--- src/ldf_consts.svh ---
`ifndef LDF_CONSTS_SVH
`define LDF_CONSTS_SVH
// sample rate timing
`define LDF_CLK_HZ    200000000
`define LDF_SAMPLE_HZ 800
`define LDF_TICK_CYC  (`LDF_CLK_HZ / `LDF_SAMPLE_HZ)
// coefficient width and fraction bits of the filter state
`define LDF_KW   8
`define LDF_FRAC 8
// address layout: channel select bit, lowest bit that must be zero
`define LDF_CH_BIT   6
`define LDF_ADDR_TOP 7
// byte offsets inside one channel
`define LDF_O_CTRL 6'h00
`define LDF_O_KDC  6'h04
`define LDF_O_KAC  6'h08
`define LDF_O_PEAK 6'h0C
`define LDF_O_DC   6'h10
`define LDF_O_AC   6'h14
`define LDF_O_VMON 6'h18
`define LDF_O_IMON 6'h1C
`define LDF_O_FEED 6'h20
`define LDF_O_TONE 6'h24
// field positions
`define LDF_F_EN   0
`define LDF_F_SRC  1
`define LDF_F_LONG 16
`define LDF_F_CUR  0
`define LDF_F_OCV  8
`define LDF_F_POL  16
`define LDF_F_LOW  17
`define LDF_F_T1   0
`define LDF_F_T2   1
`define LDF_F_RX   2
`define LDF_F_RGEN 8
`define LDF_F_UNB  9
// reset values
`define LDF_RST_KDC 8'h08
`define LDF_RST_KAC 8'h08
`define LDF_RST_CUR 5'h0A
`define LDF_RST_OCV 6'h30
`endif

--- src/ldf_pkg.sv ---
package ldf_pkg;
   // diagnostic input source codes
   typedef enum logic [2:0] {
      LDF_SRC_TIP_V  = 3'b000,
      LDF_SRC_RING_V = 3'b001,
      LDF_SRC_LOOP_V = 3'b010,
      LDF_SRC_LONG_V = 3'b011,
      LDF_SRC_LOOP_I = 3'b100,
      LDF_SRC_LONG_I = 3'b101,
      LDF_SRC_EXT_V  = 3'b110,
      LDF_SRC_EXT_I  = 3'b111
   } ldf_src_t;
   typedef logic signed [8:0]  ldf_samp_t;
   typedef logic signed [17:0] ldf_acc_t;
endpackage

--- src/ldf_chan.sv ---
`timescale 1ns/1ps
`include "ldf_consts.svh"
module ldf_chan #(
   parameter int KW = `LDF_KW
) (
   input  wire logic          clk,
   input  wire logic          nrst,
   input  wire logic          tick,
   input  wire logic          run,
   input  wire logic          flush,
   input  wire logic          pk_clr,
   input  ldf_pkg::ldf_samp_t x,
   input  wire logic [KW-1:0] kdc,
   input  wire logic [KW-1:0] kac,
   output logic      [8:0]    peak,
   output ldf_pkg::ldf_acc_t  dc,
   output ldf_pkg::ldf_acc_t  ac
);
   import ldf_pkg::*;
   logic [8:0] mag;
   ldf_acc_t   next_dc;
   ldf_acc_t   next_ac;

   // single pole step y + k*(x - y)
   function automatic ldf_acc_t lp(input ldf_acc_t y, input ldf_acc_t xs, input logic [KW-1:0] k);
      logic signed [18:0]    d;
      logic signed [19+KW:0] p;
      d  = 19'(xs) - 19'(y);
      p  = d * $signed({1'b0, k});
      lp = y + ldf_acc_t'(p >>> KW);
   endfunction

   // magnitude without sign, then both filter steps
   assign mag     = x[8] ? 9'(-x) : 9'(x);
   assign next_dc = lp(dc, ldf_acc_t'(signed'({x, `LDF_FRAC'h00})), kdc);
   assign next_ac = lp(ac, ldf_acc_t'({1'b0, mag, `LDF_FRAC'h00}), kac);

   // peak hold, cleared by flush or host restart
   always_ff @(posedge clk) begin
      if (!nrst) begin
         peak <= '0;
      end else if (flush || pk_clr) begin
         peak <= '0;
      end else if (run && tick && mag > peak) begin
         peak <= mag;
      end
   end

   // filter states, one step per monitor sample
   always_ff @(posedge clk) begin
      if (!nrst) begin
         dc <= '0;
         ac <= '0;
      end else if (flush) begin
         dc <= '0;
         ac <= '0;
      end else if (run && tick) begin
         dc <= next_dc;
         ac <= next_ac;
      end
   end
endmodule

--- src/ldf_sync.sv ---
`timescale 1ns/1ps
module ldf_sync #(
   parameter int W = 1
) (
   input  wire logic         clk,
   input  wire logic         nrst,
   input  wire logic [W-1:0] d,
   output logic      [W-1:0] q
);
   logic [W-1:0] meta;
   // two-stage synchroniser, meta read only by q
   always_ff @(posedge clk) begin
      if (!nrst) begin
         meta <= '0;
         q    <= '0;
      end else begin
         meta <= d;
         q    <= meta;
      end
   end
endmodule

--- src/ldf_top.sv ---
// The address map and the APB interface to the registers are this design's own decisions.
`timescale 1ns/1ps
`include "ldf_consts.svh"
// Notes on behaviour
// three-bit source code picks tip, ring, loop, long voltage, currents, external ring.
// post-processing filters run only while diagnostics are enabled.
// each channel has its own independent filter set and control.
// filters step only while no voice-band processing runs on that channel.
// off-hook or ring trip while enabled clears the enable and stops processing.
// peak detector holds largest magnitude, unsigned, of either polarity.
// dc path is single-pole low-pass, own coefficient, result readable.
// ac path rectifies then single-pole low-pass with its own coefficient.
// current peak magnitude readable at the peak location.
// enable rising or source change clears peak and flushes both filters.
// host writing zero to peak location restarts peak capture.
// monitor samples are 8-bit tip and ring voltages and currents at 800 Hz.
// tip minus ring and tip plus ring values computed and stored per sample.
// monitor converter has high and low range selection.
// constant-current feed setting register drives the feed converter.
// open-circuit voltage setting spans 0 to 63 in unit steps.
// linefeed can be commanded to reverse polarity.
// single or dual tone enables with transmit or receive routing.
// diagnostic ringing balanced or unbalanced per its control bit.
// host loads parameters, starts test, then reads results back.
// each low-pass updates once per sample as y plus k times x minus y.
module ldf_top #(
   parameter int TICK_DIV = `LDF_TICK_CYC,
   parameter int KW       = `LDF_KW
) (
   input  wire logic            CORE_CLK,
   input  wire logic            NRST,
   input  wire logic            PSEL,
   input  wire logic            PENABLE,
   input  wire logic            PWRITE,
   input  wire logic [31:0]     PADDR,
   input  wire logic [31:0]     PWDATA,
   output logic      [31:0]     PRDATA,
   output logic                 PREADY,
   output logic                 PSLVERR,
   input  wire logic [1:0][7:0] TIP_V,
   input  wire logic [1:0][7:0] RING_V,
   input  wire logic [1:0][7:0] TIP_I,
   input  wire logic [1:0][7:0] RING_I,
   input  wire logic [1:0][7:0] EXT_RV,
   input  wire logic [1:0][7:0] EXT_RI,
   input  wire logic [1:0]      OFF_HOOK,
   input  wire logic [1:0]      RING_TRIP,
   input  wire logic [1:0]      VOICE_ACT,
   output logic                 MON_STROBE,
   output logic      [1:0]      MON_LOW_RANGE,
   output logic      [1:0][4:0] FEED_CUR,
   output logic      [1:0][5:0] OC_VOLT,
   output logic      [1:0]      POL_REV,
   output logic      [1:0]      TONE1_EN,
   output logic      [1:0]      TONE2_EN,
   output logic      [1:0]      TONE_TO_RX,
   output logic      [1:0]      DRING_EN,
   output logic      [1:0]      DRING_UNBAL,
   output logic      [1:0]      DIAGNOSTIC_CONTROL_REGISTER_ACTIVE
);
   import ldf_pkg::*;

   logic [101:0]    sync_q;
   logic [1:0][7:0] s_tip_v;
   logic [1:0][7:0] s_ring_v;
   logic [1:0][7:0] s_tip_i;
   logic [1:0][7:0] s_ring_i;
   logic [1:0][7:0] s_ext_rv;
   logic [1:0][7:0] s_ext_ri;
   logic [1:0]      s_hook;
   logic [1:0]      s_trip;
   logic [1:0]      s_voice;
   logic [31:0]     div_cnt;
   logic [1:0]      ctl_en;
   ldf_src_t        ctl_src [2];
   logic [KW-1:0]   kdc [2];
   logic [KW-1:0]   kac [2];
   logic [1:0]      en_q;
   ldf_src_t        src_q [2];
   logic [1:0]      flush;
   logic [1:0]      run;
   logic [1:0]      pk_clr;
   ldf_samp_t       tv [2];
   ldf_samp_t       rv [2];
   ldf_samp_t       ti [2];
   ldf_samp_t       ri [2];
   ldf_samp_t       vl [2];
   ldf_samp_t       vg [2];
   ldf_samp_t       il [2];
   ldf_samp_t       ig [2];
   ldf_samp_t       x [2];
   ldf_samp_t       mon_vl [2];
   ldf_samp_t       mon_vg [2];
   ldf_samp_t       mon_il [2];
   ldf_samp_t       mon_ig [2];
   logic [8:0]      peak [2];
   ldf_acc_t        dc [2];
   ldf_acc_t        ac [2];
   logic            acc;
   logic            wr;
   logic            ch;
   logic [5:0]      off;
   logic [31:0]     rd;

   // mapped word check, used for errors and writes
   function automatic logic mapped(input logic [31:0] a);
      logic hit;
      case (a[5:0])
         `LDF_O_CTRL, `LDF_O_KDC, `LDF_O_KAC, `LDF_O_PEAK, `LDF_O_DC,
         `LDF_O_AC, `LDF_O_VMON, `LDF_O_IMON, `LDF_O_FEED, `LDF_O_TONE: hit = 1'b1;
         default: hit = 1'b0;
      endcase
      mapped = hit && (a[31:`LDF_ADDR_TOP] == '0);
   endfunction

   // all sample and line status pin inputs pass two flops, the apb inputs do not
   ldf_sync #(
      .W(102)
   ) u_sync (
      .clk (CORE_CLK),
      .nrst(NRST),
      .d   ({EXT_RI, EXT_RV, RING_I, TIP_I, RING_V, TIP_V, VOICE_ACT, RING_TRIP, OFF_HOOK}),
      .q   (sync_q)
   );
   assign {s_ext_ri, s_ext_rv, s_ring_i, s_tip_i, s_ring_v, s_tip_v, s_voice, s_trip, s_hook} = sync_q;

   // 800 Hz sample enable from the core clock
   always_ff @(posedge CORE_CLK) begin
      if (!NRST) begin
         div_cnt    <= '0;
         MON_STROBE <= 1'b0;
      end else if (div_cnt == 32'(TICK_DIV - 1)) begin
         div_cnt    <= '0;
         MON_STROBE <= 1'b1;
      end else begin
         div_cnt    <= div_cnt + 32'h1;
         MON_STROBE <= 1'b0;
      end
   end

   // derived metallic and longitudinal values, source mux
   always_comb begin
      for (int c = 0; c < 2; c++) begin
         tv[c] = {s_tip_v[c][7], s_tip_v[c]};
         rv[c] = {s_ring_v[c][7], s_ring_v[c]};
         ti[c] = {s_tip_i[c][7], s_tip_i[c]};
         ri[c] = {s_ring_i[c][7], s_ring_i[c]};
         vl[c] = tv[c] - rv[c];
         vg[c] = ldf_samp_t'((10'(tv[c]) + 10'(rv[c])) >>> 1);
         il[c] = ti[c] - ri[c];
         ig[c] = ldf_samp_t'((10'(ti[c]) + 10'(ri[c])) >>> 1);
         case (ctl_src[c])
            LDF_SRC_TIP_V:  x[c] = tv[c];
            LDF_SRC_RING_V: x[c] = rv[c];
            LDF_SRC_LOOP_V: x[c] = vl[c];
            LDF_SRC_LONG_V: x[c] = vg[c];
            LDF_SRC_LOOP_I: x[c] = il[c];
            LDF_SRC_LONG_I: x[c] = ig[c];
            LDF_SRC_EXT_V:  x[c] = {s_ext_rv[c][7], s_ext_rv[c]};
            LDF_SRC_EXT_I:  x[c] = {s_ext_ri[c][7], s_ext_ri[c]};
            default:        x[c] = '0;
         endcase
      end
   end

   // stored monitor results, refreshed each sample
   always_ff @(posedge CORE_CLK) begin
      for (int c = 0; c < 2; c++) begin
         if (!NRST) begin
            mon_vl[c] <= '0;
            mon_vg[c] <= '0;
            mon_il[c] <= '0;
            mon_ig[c] <= '0;
         end else if (MON_STROBE) begin
            mon_vl[c] <= vl[c];
            mon_vg[c] <= vg[c];
            mon_il[c] <= il[c];
            mon_ig[c] <= ig[c];
         end
      end
   end

   // enable edge and source change history
   always_ff @(posedge CORE_CLK) begin
      for (int c = 0; c < 2; c++) begin
         if (!NRST) begin
            en_q[c]  <= 1'b0;
            src_q[c] <= LDF_SRC_TIP_V;
         end else begin
            en_q[c]  <= ctl_en[c];
            src_q[c] <= ctl_src[c];
         end
      end
   end

   // flush, run and peak restart per channel
   always_comb begin
      for (int c = 0; c < 2; c++) begin
         flush[c]  = (ctl_en[c] && !en_q[c]) || (ctl_src[c] != src_q[c]);
         run[c]    = ctl_en[c] && !s_voice[c];
         pk_clr[c] = wr && (ch == c[0]) && mapped(PADDR) && (off == `LDF_O_PEAK) && (PWDATA == 32'h0);
      end
   end

   // activity flag out of a flop
   always_ff @(posedge CORE_CLK) begin
      if (!NRST) begin
         DIAGNOSTIC_CONTROL_REGISTER_ACTIVE <= '0;
      end else begin
         DIAGNOSTIC_CONTROL_REGISTER_ACTIVE <= run;
      end
   end

   // one independent filter set per channel
   for (genvar c = 0; c < 2; c++) begin : g_ch
      ldf_chan #(
         .KW(KW)
      ) u_chan (
         .clk   (CORE_CLK),
         .nrst  (NRST),
         .tick  (MON_STROBE),
         .run   (run[c]),
         .flush (flush[c]),
         .pk_clr(pk_clr[c]),
         .x     (x[c]),
         .kdc   (kdc[c]),
         .kac   (kac[c]),
         .peak  (peak[c]),
         .dc    (dc[c]),
         .ac    (ac[c])
      );
   end

   // apb decode, one wait state per access
   assign acc = PSEL && PENABLE;
   assign wr  = acc && PREADY && PWRITE;
   assign ch  = PADDR[`LDF_CH_BIT];
   assign off = PADDR[5:0];

   always_ff @(posedge CORE_CLK) begin
      if (!NRST) begin
         PREADY <= 1'b0;
      end else begin
         PREADY <= acc && !PREADY;
      end
   end

   // read mux over the selected channel
   always_comb begin
      rd = 32'h0;
      case (off)
         `LDF_O_CTRL: begin
            rd[`LDF_F_EN]       = ctl_en[ch];
            rd[`LDF_F_SRC +: 3] = ctl_src[ch];
         end
         `LDF_O_KDC:  rd[KW-1:0] = kdc[ch];
         `LDF_O_KAC:  rd[KW-1:0] = kac[ch];
         `LDF_O_PEAK: rd[8:0] = peak[ch];
         `LDF_O_DC:   rd[17:0] = dc[ch];
         `LDF_O_AC:   rd[17:0] = ac[ch];
         `LDF_O_VMON: begin
            rd[8:0]                = mon_vl[ch];
            rd[`LDF_F_LONG +: 9]   = mon_vg[ch];
         end
         `LDF_O_IMON: begin
            rd[8:0]                = mon_il[ch];
            rd[`LDF_F_LONG +: 9]   = mon_ig[ch];
         end
         `LDF_O_FEED: begin
            rd[`LDF_F_CUR +: 5] = FEED_CUR[ch];
            rd[`LDF_F_OCV +: 6] = OC_VOLT[ch];
            rd[`LDF_F_POL]      = POL_REV[ch];
            rd[`LDF_F_LOW]      = MON_LOW_RANGE[ch];
         end
         `LDF_O_TONE: begin
            rd[`LDF_F_T1]   = TONE1_EN[ch];
            rd[`LDF_F_T2]   = TONE2_EN[ch];
            rd[`LDF_F_RX]   = TONE_TO_RX[ch];
            rd[`LDF_F_RGEN] = DRING_EN[ch];
            rd[`LDF_F_UNB]  = DRING_UNBAL[ch];
         end
         default: rd = 32'h0;
      endcase
   end

   // read data and error captured one cycle ahead of ready
   always_ff @(posedge CORE_CLK) begin
      if (!NRST) begin
         PRDATA  <= 32'h0;
         PSLVERR <= 1'b0;
      end else if (acc && !PREADY) begin
         PRDATA  <= (PWRITE || !mapped(PADDR)) ? 32'h0 : rd;
         PSLVERR <= !mapped(PADDR);
      end else begin
         PRDATA  <= 32'h0;
         PSLVERR <= 1'b0;
      end
   end

   // register writes, hook or trip clear wins over a write while the enable is already set
   always_ff @(posedge CORE_CLK) begin
      if (!NRST) begin
         ctl_en        <= '0;
         FEED_CUR      <= {2{`LDF_RST_CUR}};
         OC_VOLT       <= {2{`LDF_RST_OCV}};
         POL_REV       <= '0;
         MON_LOW_RANGE <= '0;
         TONE1_EN      <= '0;
         TONE2_EN      <= '0;
         TONE_TO_RX    <= '0;
         DRING_EN      <= '0;
         DRING_UNBAL   <= '0;
         for (int c = 0; c < 2; c++) begin
            ctl_src[c] <= LDF_SRC_TIP_V;
            kdc[c]     <= `LDF_RST_KDC;
            kac[c]     <= `LDF_RST_KAC;
         end
      end else begin
         for (int c = 0; c < 2; c++) begin
            if (wr && (ch == c[0]) && mapped(PADDR)) begin
               case (off)
                  `LDF_O_CTRL: begin
                     ctl_en[c]  <= PWDATA[`LDF_F_EN];
                     ctl_src[c] <= ldf_src_t'(PWDATA[`LDF_F_SRC +: 3]);
                  end
                  `LDF_O_KDC: kdc[c] <= PWDATA[KW-1:0];
                  `LDF_O_KAC: kac[c] <= PWDATA[KW-1:0];
                  `LDF_O_FEED: begin
                     FEED_CUR[c]      <= PWDATA[`LDF_F_CUR +: 5];
                     OC_VOLT[c]       <= PWDATA[`LDF_F_OCV +: 6];
                     POL_REV[c]       <= PWDATA[`LDF_F_POL];
                     MON_LOW_RANGE[c] <= PWDATA[`LDF_F_LOW];
                  end
                  `LDF_O_TONE: begin
                     TONE1_EN[c]    <= PWDATA[`LDF_F_T1];
                     TONE2_EN[c]    <= PWDATA[`LDF_F_T2];
                     TONE_TO_RX[c]  <= PWDATA[`LDF_F_RX];
                     DRING_EN[c]    <= PWDATA[`LDF_F_RGEN];
                     DRING_UNBAL[c] <= PWDATA[`LDF_F_UNB];
                  end
                  default: ;
               endcase
            end
            if (ctl_en[c] && (s_hook[c] || s_trip[c])) begin
               ctl_en[c] <= 1'b0;
            end
         end
      end
   end
endmodule
--- config.mk ---
export PLATFORM = sky130hd
export DESIGN_NAME = ldf_top
export DESIGN_NICKNAME = d
export VERILOG_FILES = /design/src/ldf_pkg.sv /design/src/ldf_chan.sv /design/src/ldf_sync.sv /design/src/ldf_top.sv
export VERILOG_INCLUDE_DIRS = /design/src
export SDC_FILE = /design/constraint.sdc
export NUM_CORES = 2
export LEC_CHECK = 0
export ABC_CLOCK_PERIOD_IN_PS = 17320
export BUFFER_PORTS_ARGS = -buffer_cell sky130_fd_sc_hd__buf_2
export CAP_MARGIN = 25
export CORE_UTILIZATION = 50
export CTS_BUF_LIST = sky130_fd_sc_hd__clkbuf_8
export CTS_CLUSTER_DIAMETER = 100
export CTS_CLUSTER_SIZE = 28
export DETAILED_ROUTE_END_ITERATION = 7
export GPL_TIMING_DRIVEN = 0
export PLACE_DENSITY = 0.67
export RECOVER_POWER = 25
export SYNTH_ARGS = -nofsm -noshare
export SYNTH_HDL_FRONTEND = slang
export SYNTH_HIERARCHICAL = 1
export SYNTH_SLANG_ARGS = --single-unit
--- constraint.sdc ---
create_clock -name CORE_CLK -period 17.32 [get_ports CORE_CLK]
set_input_delay 3.464 -clock CORE_CLK [delete_from_list [all_inputs] [get_ports CORE_CLK]]
set_output_delay 3.464 -clock CORE_CLK [all_outputs]
set_load 0.005 [all_outputs]
== Yosys cells after proc, flatten, opt, wreduce, memory -nomap -nowiden ==
Memories as Yosys holds them, arrays and structs flattened.
Index checks and enable logic that the tools add are counted.
Storage, ports and cells
  flip-flop bits (word level): 403
  RAM bits: 116
  input port bits: 171
  memories: 8
Memories
  mon_ig: depth 2, bits a word 9, read ports 1, clocked after memory_dff 0, write ports 2, line ldf_top.sv:95  | ldf_samp_t mon_ig [2];
  mon_il: depth 2, bits a word 9, read ports 1, clocked after memory_dff 0, write ports 2, line ldf_top.sv:94  | ldf_samp_t mon_il [2];
  mon_vg: depth 2, bits a word 9, read ports 1, clocked after memory_dff 0, write ports 2, line ldf_top.sv:93  | ldf_samp_t mon_vg [2];
  mon_vl: depth 2, bits a word 9, read ports 1, clocked after memory_dff 0, write ports 2, line ldf_top.sv:92  | ldf_samp_t mon_vl [2];
  kac: depth 2, bits a word 8, read ports 3, clocked after memory_dff 0, write ports 2, line ldf_top.sv:77  | logic [KW-1:0] kac [2];
  kdc: depth 2, bits a word 8, read ports 3, clocked after memory_dff 0, write ports 2, line ldf_top.sv:76  | logic [KW-1:0] kdc [2];
  2 more memories
Cells by class
  add/sub/neg operators: 19
  multiply operators: 4
  $lt $le $gt $ge: 4
  equal/unequal tests: 26
  mux-type cells: 90
  bitwise logic cells: 20
  reductions and logical operators: 61
Operators with widths (count)
  $pmux W9 S8: 2
  $mux W9: 13
  $mux W18: 6
  $mul A19 B9 Y26: 4
  $add A18 B18 Y18: 4
  $mux W1: 47
  $sub A17 B18 Y19: 2
  $sub A18 B18 Y19: 2
  $add A8 B8 Y9: 4
  $sub A8 B8 Y9: 4
  $add A32 B1 Y32 const B: 1
  $eq A32 B18 Y1 const B: 1
  $logic_not A32 Y1: 1
  $mux W8: 4
  $pmux W3 S10: 1
  $logic_and A1 B1 Y1: 27
  $logic_not A25 Y1: 1
  $eq A3 B3 Y1 const B: 8
  $eq A6 B5 Y1 const B: 4
  $pmux W3 S7: 1
  $gt A9 B9 Y1: 2
  $neg A9 Y9: 2
  $or A1 B1 Y1: 16
  $pmux W7 S2: 1
  other kinds (28): 66

== Longest topological paths before layout ==
  depth after elaboration: 10
  depth in mapped cells: 51
  mapped depth without buffers: 51

== By module ==
The synthesis kept the hierarchy.
Modules (own cells, without submodules)
  ldf_chan at g_ch[0].u_chan: times used 1, cells each 1746, area an instance 14406.3 um^2, seq. area each 900.9 um^2
  ldf_chan at g_ch[1].u_chan: times used 1, cells each 1668, area an instance 14014.7 um^2, seq. area each 900.9 um^2
  ldf_top: times used 1, cells each 1470, area an instance 13494.2 um^2, seq. area each 5325.1 um^2
  ldf_sync: times used 1, cells each 430, area an instance 5582.9 um^2, seq. area each 4083.9 um^2

== Worst setup path after synthesis ==
Ideal clock, no wire load.
  kind: register to register
  from: reg u_sync.q[14]
  to: reg g_ch[1].u_chan.ac[17]
  library setup time: 0.070 ns
  arrival time: 10.134 ns
  path slack: 7.115 ns
  stages on the path, launching flop included: 50
  path buffers: 1
  cells stage by stage: dfxtp_1 ha_1 inv_1 fa_1 o21ba_2 o211ai_2 a21oi_1 o21ai_1 nor2_1 or3_1 a21o_1 clkbuf_1 o21ai_0 ha_1 a21o_1 a21o_1 a21o_1 a21o_1 [... 14 more ...] a2111oi_0 nor3_1 a21oi_2 nor2b_1 nor2_1 xnor2_1 ha_1 or2_2 a21o_1 nand2_1 nand2_1 o21ai_0 a31oi_1 a31o_2 xnor2_1 xnor2_1 or3_1 a21oi_1
RTL lines
  start, declared: line ldf_sync.sv:8  | output logic [W-1:0] q
  start signal, assigned: line ldf_sync.sv:18  | q <= meta;
  end signal, assigned: line ldf_chan.sv:59  | ac <= next_ac;
  end, declared: line ldf_chan.sv:17  | output ldf_pkg::ldf_acc_t ac

==> run_results.csv <==
group,metric,value,unit
pwr,powerDensity,153.2,nW/um2
sta,hold_viol_final,0,
synthesis,ys_ff_latch,507,
clock_network,cts.sinks,507,
floorplanning,fp.dieArea,96230,um2
critical_path,max_stage_delay,0.69,ns
critical_path,cpMaxStageDelayCell,"o21ai_0",
floorplanning,die-height,310.2,um
clock_network,postCtsSetupBuffers,0,
layout,layout.area.seq,11210,um2
global_routing,grt_pass1_wl,214800,um
routing,drcViolationCount,0,
synthesis,synthArstFlopShare,0,
sta,setup_tns,0,ns
placement,hpwl,116800,um
synthesis,synth_edf_count,106,
synthesis,netlist_area,47500,um2
pwr,leakage,23.02,nW
routing,drtIter0Drc,3216,
critical_path,crit_start,"u_sync/q[46]",
floorplanning,rows,112,
routing,routed_wire_length_per_instance,20.48,um
routing,drtPass1Iterations,6,
min_path,hold_end,"u_sync/q[97]",
floorplanning,pin_count,244,
global_routing,grt_pass1_vias,36900,
synthesis,yosys_warnings,6,
sta,hold_ws,0.4386,ns
routing,ant_nets,0,
clock_network,clock_latency,0.76,ns
critical_path,worst-path-max-fanout,9,
routing,vias,37990,
min_path,hold_class,"register to register",
layout,multiInputGateArea,32570,um2
synthesis,synth.distinct_cells,105,
layout,areaGrowthSynthToFinish,7.162,%
clock_network,cts_hold_buf,0,
layout,drive_above_1_share,0.07376,
sta,report.final.slew_viol_count,0,
sta,slew_headroom,0.1909,
layout,final-instance-count-excl-fill,6872,
floorplanning,dieWidth,310.2,um
global_routing,antenna_found_initial,12,
placement,post_dp_cell_area,50330,um2
sta,skew,0.1045,ns
critical_path,critPathLaunchType,"register",
layout,nNetsFinal,6617,
pwr,ir_worst_vdd,0.0001802,V
clock_network,htree_levels,1,
placement,place_congestion,1.008,
clock_network,ctsRootBufferMaster,"clkbuf_8",
floorplanning,core,93750,um2
global_routing,globalRoute.totalOverflow,0,
placement,dp.cells,6818,
critical_path,r2r-end,"g_ch[1].u_chan/ac[17]",
layout,nFillCells,8802,
clock_network,cts.clk_slew.worst_paths,0.16,ns
clock_network,numCtsBuffers,28,
min_path,worstHoldStart,"u_sync/meta[97]",
synthesis,avgSynthCellArea,8.938,um2
sta,fmax,0.08143,GHz
clock_network,cts-resized-gates,0,
sta,grt_setup_unrepaired,"false",
global_routing,grt_max_degree,69,
run,cap_violations,0,
critical_path,r2r_cells,49,
floorplanning,initial_core_util,0.5066,
clock_network,cts_tree,"built",
critical_path,path_common_cell,"a21o_1",
clock_network,cts_max_path_buffers,3,
run_status,status,"finished, final reports clean",
placement,io_buffers,234,
sta,period_needed,12.28,ns
critical_path,cp-end-kind,"register",
sta,tightest_slew,1.214,ns
sta,period_share,0.7090,
critical_path,crit_required,17.98,ns
critical_path,worstSetupPathType,"register to register",
pwr,finalPower,7.798,mW
layout,design_area,50900,um2
global_routing,track_usage,0.2933,
critical_path,r2r_slack,5.04,ns
critical_path,rr_startpoint,"u_sync/q[46]",
synthesis,postSynthCellCount,5314,
min_path,holdPathStages,1,
synthesis,ys_seq_area_frac,0.2360,
critical_path,crit_arrival,12.94,ns
sta,finalSetupViolations,0,
synthesis,ys.flop_type,"dfxtp_1",
routing,routed_wl,140700,um
routing,viasPerCell,5.528,
## layout make-up
class,count,share of cell area
timing repair buffer,245,0.02441
tap,1254,0.03083
clock buffer,28,0.007571
antenna,5,0.0002458
inverter,724,0.05339
clock inverter,20,0.005801
buffer,209,0.01765
multi-input combinational,3880,0.6399
sequential,507,0.2203
## cells in the mapped netlist, types with 51 or more instances
cell | n | share of area
clkbuf_1 | 124 | 0.0098
a21o_1 | 51 | 0.0081
and2_1 | 561 | 0.074
nor2b_1 | 57 | 0.0075
nand2_1 | 518 | 0.041
edfxtp_1 | 106 | 0.067
fa_1 | 468 | 0.20
nor2_1 | 335 | 0.026
mux2i_1 | 109 | 0.023
inv_1 | 723 | 0.057
nor3_1 | 88 | 0.0093
dfxtp_1 | 401 | 0.17
xnor2_1 | 187 | 0.034
xor2_1 | 90 | 0.017
ha_1 | 383 | 0.10
o21ai_0 | 123 | 0.013
a21oi_1 | 227 | 0.024
nand3_1 | 62 | 0.0065
## through the flow
| step | utilization | setup slack [ns] |
|---|---|---|
| after floorplan | - | 7.115 |
| after global placement | 0.5361 | 5.106 |
| after detailed placement | 0.5368 | 5.340 |
| after CTS | 0.5441 | 5.215 |
| after global routing | 0.5429 | 4.495 |
| final | 0.5429 | 5.039 |
## sequential cells by signal, summed over array words and instances, names as in the netlist, 6 cells and up
register and count:
g_ch.u_chan/ac 36, kac 16, mon_vg 16, mon_il 18, g_ch.u_chan/dc 36, OC_VOLT 12
src_q 6, FEED_CUR 10, kdc 16, div_cnt 32, u_sync/meta 102, g_ch.u_chan/peak 18
mon_vl 18, mon_ig 16, PRDATA 24, u_sync/q 102, ctl_src 6
## cells in the final DEF (no fill, tap or decap), types with 47 or more instances in the layout
cell | synthesis | routed
nand2_1 | 518 | 518
nor3_1 | 88 | 88
o21a_1 | 47 | 47
buf_2 | 35 | 271
xor2_1 | 90 | 90
mux2i_1 | 109 | 109
clkbuf_1 | 124 | 146
and2_0 | 0 | 83
nor2_1 | 335 | 335
edfxtp_1 | 106 | 106
ha_1 | 383 | 383
inv_1 | 723 | 727
xnor2_1 | 187 | 187
dfxtp_1 | 401 | 401
nand3_1 | 62 | 62
a21oi_1 | 227 | 227
fa_1 | 468 | 468
nor2b_1 | 57 | 57
a21o_1 | 51 | 51
o21ai_0 | 123 | 122
and2_1 | 561 | 478
## report_power, final
group	internal, mW	switching [mW]
combinational	2.51	3.40
clock	0.195	0.433
sequential	1.24	0.0213
total	3.94	3.86
## worst max-delay path: cells and delay by family, from the launching register on
family	cells	cell delay [ns]
flops	1	0.37
fa+ha+maj	9	3.69
simple gates	9	1.39
buf+inv	5	0.41
xor+xnor	4	1.07
compound gates	22	5.26
## routing by layer
layer  vias to the layer above  global-route usage  share of wire
li1                      17920                   -              -
met1                     18490              0.3919           0.43
met2                      1354              0.4806           0.46
met3                       214             0.05905          0.080
met4                        12             0.08340          0.032
met5                         -                   0        0.00054
## how the worst max path moves through the flow
stage | endpoint | slack [ns] | depth (start not counted)
after detailed placement | g_ch[1].u_chan/ac[17] | 5.34 | 49
after global routing | g_ch[1].u_chan/ac[17] | 4.50 | 49
after global placement | g_ch[1].u_chan/ac[17] | 5.11 | 47
final | g_ch[1].u_chan/ac[17] | 5.04 | 49
after floorplan | g_ch[1].u_chan/ac[17] | 7.12 | 49
after CTS | g_ch[1].u_chan/ac[17] | 5.22 | 49
## logic make-up (layout without fill, tap and decap cells)
logic type               count (synthesis)  in the layout  share of synthesized area
XOR/XNOR                               278            278                    0.05158
other                                    1             12                 0.00007895
multiplexers                           129            129                    0.03040
flip-flops                             507            507                     0.2360
buffers and inverters                  933           1226                    0.07892
AO/OA/AOI/OAI                          746            746                     0.1030
AND/OR/NAND/NOR                       1869           1869                     0.2019
adder cells (fa/ha/maj)                851            851                     0.2981
(Power assumes the default switching activity.)
